$ cat src/design/mtc_pkg.sv
// Package for the machine control transport parser.
// Assumes a byte-wide receive and transmit path, one byte per strobe.
package mtc_pkg;
    localparam logic [7:0] SYX_START = 8'hF0;
    localparam logic [7:0] SYX_END = 8'hF7;
    localparam logic [7:0] RT_UNIV_ID = 8'h7F;
    localparam logic [7:0] ALL_CALL = 8'h7F;
    localparam logic [7:0] MCC_SUB_ID = 8'h06;
    localparam logic [7:0] SYS_RESET = 8'hFF;
    localparam logic [7:0] ACT_SENSE = 8'hFE;
    localparam logic [7:0] RT_FIRST = 8'hF8;
    localparam logic [7:0] CMD_STOP = 8'h01;
    localparam logic [7:0] CMD_PLAY = 8'h02;
    localparam logic [7:0] CMD_DPLAY = 8'h03;
    localparam logic [7:0] CMD_FFWD = 8'h04;
    localparam logic [7:0] CMD_REW = 8'h05;
    localparam logic [7:0] CMD_RSTROBE = 8'h06;
    localparam logic [7:0] CMD_REXIT = 8'h07;
    localparam logic [7:0] CMD_MRESET = 8'h0D;
    localparam logic [7:0] CMD_WRITE = 8'h40;
    localparam int CLK_HZ = 20000000;
    localparam int SENSE_MS = 300;
    localparam int SENSE_CYC = (CLK_HZ / 1000) * SENSE_MS;
    localparam int TX_LEN = 6;
    typedef enum logic [2:0] {
        TR_STOP,
        TR_PLAY,
        TR_FFWD,
        TR_REW,
        TR_REC
    } mtc_tr_e;
    typedef enum {
        RX_IDLE,
        RX_UNIV,
        RX_DEV,
        RX_SUB,
        RX_CMD,
        RX_COUNT,
        RX_NAME,
        RX_DATA,
        RX_TAIL,
        RX_SKIP
    } mtc_rx_e;
endpackage : mtc_pkg

$ cat src/design/mtc_tx_if.sv
// Carrier between the parser and its transmit sequencer.
// Assumes both ends run on the same clock.
`timescale 1ns/1ps
`default_nettype none
interface mtc_tx_if;
    logic req;
    logic [7:0] cmd;
    logic busy;
    modport src (output req, output cmd, input busy);
    modport snk (input req, input cmd, output busy);
endinterface : mtc_tx_if
`default_nettype wire

$ cat src/design/mtc_parser.sv
// Machine control parser: decodes received frames into transport state,
// and sends all-call commands for local key and shuttle events.
// Assumes one received byte per rx_valid pulse, synchronous to core_clk.
`timescale 1ns/1ps
`default_nettype none
// Functional notes
// System reset byte restarts receiver and clears running status.
// Frames are F0, 7F, device id, 06, command, operands, F7.
// Device id 00 to 7E addresses one unit, 7F calls all.
// Act only as slave and when id is ours or all-call.
// Stop key sends all-call stop command 01.
// Accepted stop command halts the transport.
// Accepted play or deferred play starts playback.
// Play key sends all-call deferred play command 03.
// Fast forward key or shuttle right sends all-call command 04.
// Accepted fast forward starts fast-forward movement.
// Rewind key or shuttle left sends all-call command 05.
// Accepted rewind starts rewind movement.
// Record strobe while stopped begins recording.
// Record strobe while playing punches in.
// Record exit while recording punches out, else no effect.
// Song load done sends all-call machine control reset 0D.
// Accepted machine control reset restores power-on settings.
// Accepted write stores operand data into the named field.
// Write carries byte count then name and data pairs until F7.
// After active sensing, 300 ms silence clears receiver state.
// Data bytes have bit 7 clear; status other than real-time F8 to FE aborts the frame.
// Foreign ids and unsupported commands are ignored.
module mtc_parser
    import mtc_pkg::*;
#(
    parameter int SENSE_CYCLES = SENSE_CYC
)
(
    input wire logic core_clk,
    input wire logic rst_n,
    input wire logic rx_valid,
    input wire logic [7:0] rx_data,
    input wire logic slave_mode,
    input wire logic [6:0] own_id,
    input wire logic key_stop,
    input wire logic key_play,
    input wire logic key_ffwd,
    input wire logic key_rew,
    input wire logic shuttle_cue,
    input wire logic shuttle_review,
    input wire logic song_loaded,
    output logic tx_valid,
    output logic [7:0] tx_data,
    input wire logic tx_ready,
    output mtc_pkg::mtc_tr_e transport,
    output logic punch_in,
    output logic punch_out,
    output logic field_we,
    output logic [6:0] field_name,
    output logic [6:0] field_data,
    output logic rx_reinit,
    output logic [7:0] running_status
);
    import mtc_pkg::*;

    mtc_rx_e rx_st;
    logic [7:0] cmd;
    logic addressed;
    logic [6:0] remain;
    logic sense_armed;
    logic [31:0] sense_cnt;
    logic sense_timeout;
    logic is_status;
    logic is_rt;
    logic frame_ok;
    logic accept;
    logic [4:0] pend;
    logic [4:0] prev_keys;
    logic [4:0] key_now;
    logic [7:0] tx_cmd;

    mtc_tx_if txc ();

    function automatic logic supported(input logic [7:0] c);
        return c == CMD_STOP || c == CMD_PLAY || c == CMD_DPLAY || c == CMD_FFWD ||
            c == CMD_REW || c == CMD_RSTROBE || c == CMD_REXIT || c == CMD_MRESET ||
            c == CMD_WRITE;
    endfunction : supported

    assign is_status = rx_valid && rx_data[7];
    // Real-time bytes other than system reset FF may interleave anywhere without breaking a frame
    assign is_rt = is_status && rx_data >= RT_FIRST;
    assign sense_timeout = sense_armed && sense_cnt >= 32'(SENSE_CYCLES - 1);
    // Simple commands take effect at F7 only, so a cut frame has no effect
    assign frame_ok = rx_valid && rx_data == SYX_END && rx_st == RX_TAIL;
    // slave and address check
    assign accept = frame_ok && slave_mode && addressed;
    assign rx_reinit = (rx_valid && rx_data == SYS_RESET) || sense_timeout;

    // frame walk
    always_ff @(posedge core_clk or negedge rst_n)
    begin
        if (!rst_n)
        begin
            rx_st <= RX_IDLE;
            cmd <= 8'h00;
            addressed <= 1'b0;
            remain <= 7'h00;
        end
        // system reset
        else if (rx_reinit)
        begin
            rx_st <= RX_IDLE;
        end
        else if (is_status && !is_rt)
        begin
            // status aborts frame
            rx_st <= (rx_data == SYX_START) ? RX_UNIV : RX_IDLE;
        end
        else if (rx_valid && !is_rt)
        begin
            case (rx_st)
                RX_UNIV: rx_st <= (rx_data == RT_UNIV_ID) ? RX_DEV : RX_IDLE;
                RX_DEV:
                begin
                    // all-call or own number
                    addressed <= rx_data == ALL_CALL || rx_data[6:0] == own_id;
                    rx_st <= RX_SUB;
                end
                RX_SUB: rx_st <= (rx_data == MCC_SUB_ID) ? RX_CMD : RX_SKIP;
                RX_CMD:
                begin
                    cmd <= rx_data;
                    // unsupported ignored
                    if (!supported(rx_data))
                    begin
                        rx_st <= RX_SKIP;
                    end
                    else
                    begin
                        rx_st <= (rx_data == CMD_WRITE) ? RX_COUNT : RX_TAIL;
                    end
                end
                RX_COUNT:
                begin
                    // byte count
                    remain <= rx_data[6:0];
                    rx_st <= (rx_data[6:0] == 7'h00) ? RX_TAIL : RX_NAME;
                end
                RX_NAME:
                begin
                    remain <= remain - 7'h01;
                    rx_st <= (remain == 7'h01) ? RX_TAIL : RX_DATA;
                end
                RX_DATA:
                begin
                    remain <= remain - 7'h01;
                    rx_st <= (remain == 7'h01) ? RX_TAIL : RX_NAME;
                end
                default: rx_st <= rx_st;
            endcase
        end
    end

    // field write
    always_ff @(posedge core_clk or negedge rst_n)
    begin
        if (!rst_n)
        begin
            field_we <= 1'b0;
            field_name <= 7'h00;
            field_data <= 7'h00;
        end
        else
        begin
            field_we <= 1'b0;
            if (rx_valid && !rx_data[7] && !rx_reinit && slave_mode && addressed)
            begin
                if (rx_st == RX_NAME)
                begin
                    field_name <= rx_data[6:0];
                end
                // each data byte follows its name
                if (rx_st == RX_DATA)
                begin
                    field_data <= rx_data[6:0];
                    field_we <= 1'b1;
                end
            end
        end
    end

    // running status tracking
    always_ff @(posedge core_clk or negedge rst_n)
    begin
        if (!rst_n)
        begin
            running_status <= 8'h00;
        end
        else if (rx_reinit)
        begin
            running_status <= 8'h00;
        end
        else if (is_status && !is_rt)
        begin
            running_status <= (rx_data < SYX_START) ? rx_data : 8'h00;
        end
    end

    // sensing watchdog
    always_ff @(posedge core_clk or negedge rst_n)
    begin
        if (!rst_n)
        begin
            sense_armed <= 1'b0;
            sense_cnt <= 32'h0;
        end
        else if (rx_valid && rx_data == SYS_RESET)
        begin
            sense_armed <= 1'b0;
            sense_cnt <= 32'h0;
        end
        else if (rx_valid)
        begin
            sense_armed <= sense_armed || rx_data == ACT_SENSE;
            sense_cnt <= 32'h0;
        end
        else if (sense_timeout)
        begin
            sense_cnt <= 32'h0;
        end
        else if (sense_armed)
        begin
            sense_cnt <= sense_cnt + 32'h1;
        end
    end

    // Transport state machine
    always_ff @(posedge core_clk or negedge rst_n)
    begin
        if (!rst_n)
        begin
            transport <= TR_STOP;
            punch_in <= 1'b0;
            punch_out <= 1'b0;
        end
        else
        begin
            punch_in <= 1'b0;
            punch_out <= 1'b0;
            if (accept)
            begin
                case (cmd)
                    // stop
                    CMD_STOP: transport <= TR_STOP;
                    // play and deferred play
                    CMD_PLAY, CMD_DPLAY: transport <= TR_PLAY;
                    // fast forward
                    CMD_FFWD: transport <= TR_FFWD;
                    // rewind
                    CMD_REW: transport <= TR_REW;
                    CMD_RSTROBE:
                    begin
                        // record from stop
                        if (transport == TR_STOP)
                        begin
                            transport <= TR_REC;
                        end
                        // punch-in
                        else if (transport == TR_PLAY)
                        begin
                            transport <= TR_REC;
                            punch_in <= 1'b1;
                        end
                    end
                    // punch-out
                    CMD_REXIT:
                    begin
                        if (transport == TR_REC)
                        begin
                            transport <= TR_PLAY;
                            punch_out <= 1'b1;
                        end
                    end
                    // power-on settings
                    CMD_MRESET: transport <= TR_STOP;
                    default: transport <= transport;
                endcase
            end
        end
    end

    // Local events latch until the sequencer takes them; one frame at a time
    assign key_now = {song_loaded, key_rew | shuttle_review, key_ffwd | shuttle_cue,
        key_play, key_stop};

    always_ff @(posedge core_clk or negedge rst_n)
    begin
        if (!rst_n)
        begin
            prev_keys <= 5'h00;
            pend <= 5'h00;
        end
        else
        begin
            prev_keys <= key_now;
            // Set wins over the clear of the same bit
            pend <= (pend & ~(txc.req && !txc.busy ? (pend & -pend) : 5'h00))
                | (key_now & ~prev_keys);
        end
    end

    // command choice, lowest pending bit first
    assign tx_cmd = pend[0] ? CMD_STOP : pend[1] ? CMD_DPLAY : pend[2] ? CMD_FFWD :
        pend[3] ? CMD_REW : CMD_MRESET;

    assign txc.req = pend != 5'h00;
    assign txc.cmd = tx_cmd;

    mtc_tx_seq u_tx (
        .core_clk(core_clk),
        .rst_n(rst_n),
        .cmd_port(txc),
        .tx_valid(tx_valid),
        .tx_data(tx_data),
        .tx_ready(tx_ready)
    );
endmodule : mtc_parser
`default_nettype wire

$ cat src/design/mtc_tx_seq.sv
// Transmit sequencer: sends one all-call machine control frame per request.
// Assumes the byte sink accepts a byte in the cycle tx_ready is high.
`timescale 1ns/1ps
`default_nettype none
module mtc_tx_seq
    import mtc_pkg::*;
(
    input wire logic core_clk,
    input wire logic rst_n,
    mtc_tx_if.snk cmd_port,
    output logic tx_valid,
    output logic [7:0] tx_data,
    input wire logic tx_ready
);
    logic [2:0] idx;
    logic [7:0] cmd;
    logic active;

    assign cmd_port.busy = active;
    assign tx_valid = active;

    always_comb
    begin
        case (idx)
            3'h0: tx_data = SYX_START;
            3'h1: tx_data = RT_UNIV_ID;
            3'h2: tx_data = ALL_CALL;
            3'h3: tx_data = MCC_SUB_ID;
            3'h4: tx_data = cmd;
            default: tx_data = SYX_END;
        endcase
    end

    always_ff @(posedge core_clk or negedge rst_n)
    begin
        if (!rst_n)
        begin
            active <= 1'b0;
            idx <= 3'h0;
            cmd <= 8'h00;
        end
        else if (!active)
        begin
            if (cmd_port.req)
            begin
                active <= 1'b1;
                idx <= 3'h0;
                cmd <= cmd_port.cmd;
            end
        end
        else if (tx_ready)
        begin
            if (idx == 3'(TX_LEN - 1))
            begin
                active <= 1'b0;
            end
            idx <= idx + 3'h1;
        end
    end
endmodule : mtc_tx_seq
`default_nettype wire

$ cat config.mk
export PLATFORM = sky130hd
export DESIGN_NAME = mtc_parser
export DESIGN_NICKNAME = d
export VERILOG_FILES = /design/src/design/mtc_pkg.sv /design/src/design/mtc_tx_if.sv /design/src/design/mtc_parser.sv /design/src/design/mtc_tx_seq.sv
export SDC_FILE = /design/constraint.sdc
export NUM_CORES = 1
export LEC_CHECK = 0
export BUFFER_PORTS_ARGS = -buffer_cell sky130_fd_sc_hd__buf_2
export CAP_MARGIN = 20
export CORE_UTILIZATION = 50
export DETAILED_ROUTE_END_ITERATION = 7
export PLACE_DENSITY = 0.7
export SYNTH_ARGS = -nofsm -noshare
export SYNTH_HDL_FRONTEND = slang
export SYNTH_SLANG_ARGS = --single-unit
$ cat constraint.sdc
create_clock -name core_clk -period 6.8 [get_ports core_clk]
set_input_delay 0.34 -clock core_clk [delete_from_list [all_inputs] [get_ports core_clk]]
set_output_delay 0.34 -clock core_clk [all_outputs]
set_load 0.005 [all_outputs]
==> run summary <==
status - finished clean
library cells used by synthesis - 57
R2R Path End - field_name[5]
hold path depth - 1
DRT iter0 DRCs - 314
Rel. slew slack - 0.4851
pin count of the biggest net entering global routing - 84
fin. max-slew vios - 0
CP max-delay cell - or4_4
CP bufs+invs - 1
fin crit share - 0.4578
WHS Endpoint - prev_keys[0]
utilization after layout - 0.5903
synth-to-layout area growth - 12.57%
Sink Count - 99
ANT nets after route - 0
I/O pin total - 65
Comb pwr share - 0.171
H-tree depth - 3
Pint - 918.8 uW
Reg2Reg Depth - 6
vias in the first global route - 4033
CP Cell Sequence - or4_4 -> a2111oi_4 -> nand3_1 -> o21ai_2 -> nand2_1 -> buf_2
final wirelength - 11620 um
critical path peak fanout - 10
arrival time worst endpoint - 2770 ps
register area - 2477 um^2
Synth Warn # - 0
placer's final routability congestion estimate - 0.8769
Max Root-Sink Buffers - 2
Mean Syn Cell Area - 9.431 um^2
Setup-failing EPs final - 0
most frequent cell after synthesis - dfrtp_1
n_diodes - 0
post-synthesis sequential area ratio - 0.4768
share of layout cells above drive strength 1 - 0.1918
Finished Layout Cells - 743
PwrDens - 220.7 nW/um^2
Synth Flop Type - dfrtp_1
critical path class - reg -> out
RR Startpoint - sense_cnt[27]
Synth top cells by count - 99 x dfrtp_1, 49 x nor2_1, 44 x nand2_1, 41 x o21ai_0, 33 x a21oi_1
CTS resizes - 0
Tot GR Track Use - 0.2229
Pwr Total - 1.291 mW
Synth Register Bits - 99
drt via density - 5.793
Max Cap Violations - 0
leakage - 2.789 nW
Die Y-Extent - 103.9 um
slowest cell delay on critical path - 550 ps
Post-synth ARST share - 1.000
fmax - 0.3213 GHz
startpoint types - flop
synth top area cells - dfrtp_1 48%, o21ai_0 3.9%, mux2_2 3.7%
die area - 10800 um^2
hold buffers post-CTS - 1
Hold Fails Final Rpt - 0
Clock Power Share - 0.328
WL/cell - 15.63 um
cell family with most CP delay - simple AND/OR/NAND/NOR gates
Die Span X - 103.9 um
setup bufs post-CTS - 0
first-pass GRT wire length - 19350 um
Period minus WS final - 3113 ps
Switching Share - 0.2883
setup repair after global routing missed its margin - no
Post-Syn Area - 5196 um^2
sequential power share - 0.501
TritonRoute pass-1 iters - 5
Net Sw Power - 372.2 uW
Inst Count DP - 724
multi-input logic area - 2495 um^2
final setup TNS - 0 ps
critical path required time - 6460 ps
fin nets - 640
FF-to-FF setup slack - 3870 ps
Rows - 36
worst skew pair latency - 380 ps
post-synth net total - 586
Synth Instances - 551
transition time of the tightest slew-check pin - 772.3 ps
port bufs - 64
Hold Path Class - in -> reg
clk root buf - clkbuf_8
CTS tree - yes
leading area contributor after synthesis - dfrtp_1
EDFF count, synth - 0
HP Start - key_stop
Via Count - 4304
Peak VDD IR - 0.1456 mV
worst hold slack - 80.23 ps
clock skew - 12.04 ps
area share of the largest cell type after synthesis - 0.4768
core area - 9910 um^2
# DRC - 0
grt ovf - 0
CP Capture Type - output pin
initial antenna violation count - 0
total CTS buffers - 9
fillers - 885
DP Wirelength - 7985 um
Starting Density - 0.5244
Clock transition at path regs - 100 ps
[placed cells by master (no fill, tap or decap), types with 3 or more instances in the layout]
cell type,count
and3_1,10
mux2_4,7
inv_6,3
a31oi_1,4
buf_4,3
dfrtp_1,99
nor3b_1,4
a41oi_1,3
or4_1,4
mux2i_1,4
ha_1,8
inv_1,27
and2_1,17
a21o_1,10
nor4_1,10
nor3_1,15
nor2b_1,7
o211ai_1,3
a22oi_1,9
nand2_1,44
nand3_1,30
xnor2_1,7
mux2_2,17
a22o_1,3
o22ai_1,3
nor2_1,49
and4_1,4
or3_1,12
nand2b_1,5
o21ai_0,41
clkbuf_8,9
a21oi_1,33
nand4_1,7
buf_2,63
[per-stage QoR]
stage | area, um^2 | setup WS [ps]
global placement | 5578 | 3988
floorplan | 5196 | 4176
CTS | 5811 | 3686
finish | 5849 | 3687
global route | 5849 | 3560
detailed placement | 5578 | 3933
[cell type report]
class | instances | share of cell area
clock buffers | 9 | 0.02118
clock inverters | 7 | 0.01690
inverters | 27 | 0.01733
multi-input cells | 399 | 0.4265
flip-flops and latches | 99 | 0.4235
well taps | 133 | 0.02845
repair buffers | 69 | 0.06610
[how the worst max path moves through the flow]
stage,to,startpoint,depth (start not counted)
finish,rx_reinit,sense_cnt[27],6
global route,rx_reinit,sense_cnt[27],6
CTS,rx_reinit,sense_cnt[27],6
detailed placement,field_name[2],sense_cnt[27],6
global placement,sense_cnt[22],sense_cnt[27],6
floorplan,field_data[0],sense_cnt[27],7
[power groups by stage]
stage	combinational (mW)	clock (mW)	sequential, mW
finish	0.220	0.423	0.647
global route	0.249	0.454	0.652
CTS	0.219	0.433	0.646
detailed placement	0.218	0	0.658
global placement	0.213	0	0.657
floorplan	0.156	0	0.643
[cell families after synthesis]
family,count (synthesis),share of synthesized area
AO/OA/AOI/OAI,124,0.1488
XOR/XNOR,7,0.01180
adder cells (fa/ha/maj),8,0.01926
buffers and inverters,53,0.04310
flip-flops,99,0.4768
multiplexers,28,0.06477
AND/OR/NAND/NOR,232,0.2355
[sequential cells by signal, indices dropped and copies added (netlist names), 5 cells and up]
signal,count
field_name,7
sense_cnt,32
cmd,8
pend,5
prev_keys,5
running_status,8
remain,7
field_data,7
[routing by layer]
metal / wire (um) / global-route usage
met5: 0 / 0
met4: 116 / 0.06837
met3: 577 / 0.05890
met2: 5391 / 0.3457
met1: 5530 / 0.3060
No activity file was read; power rests on OpenSTA's default activity.
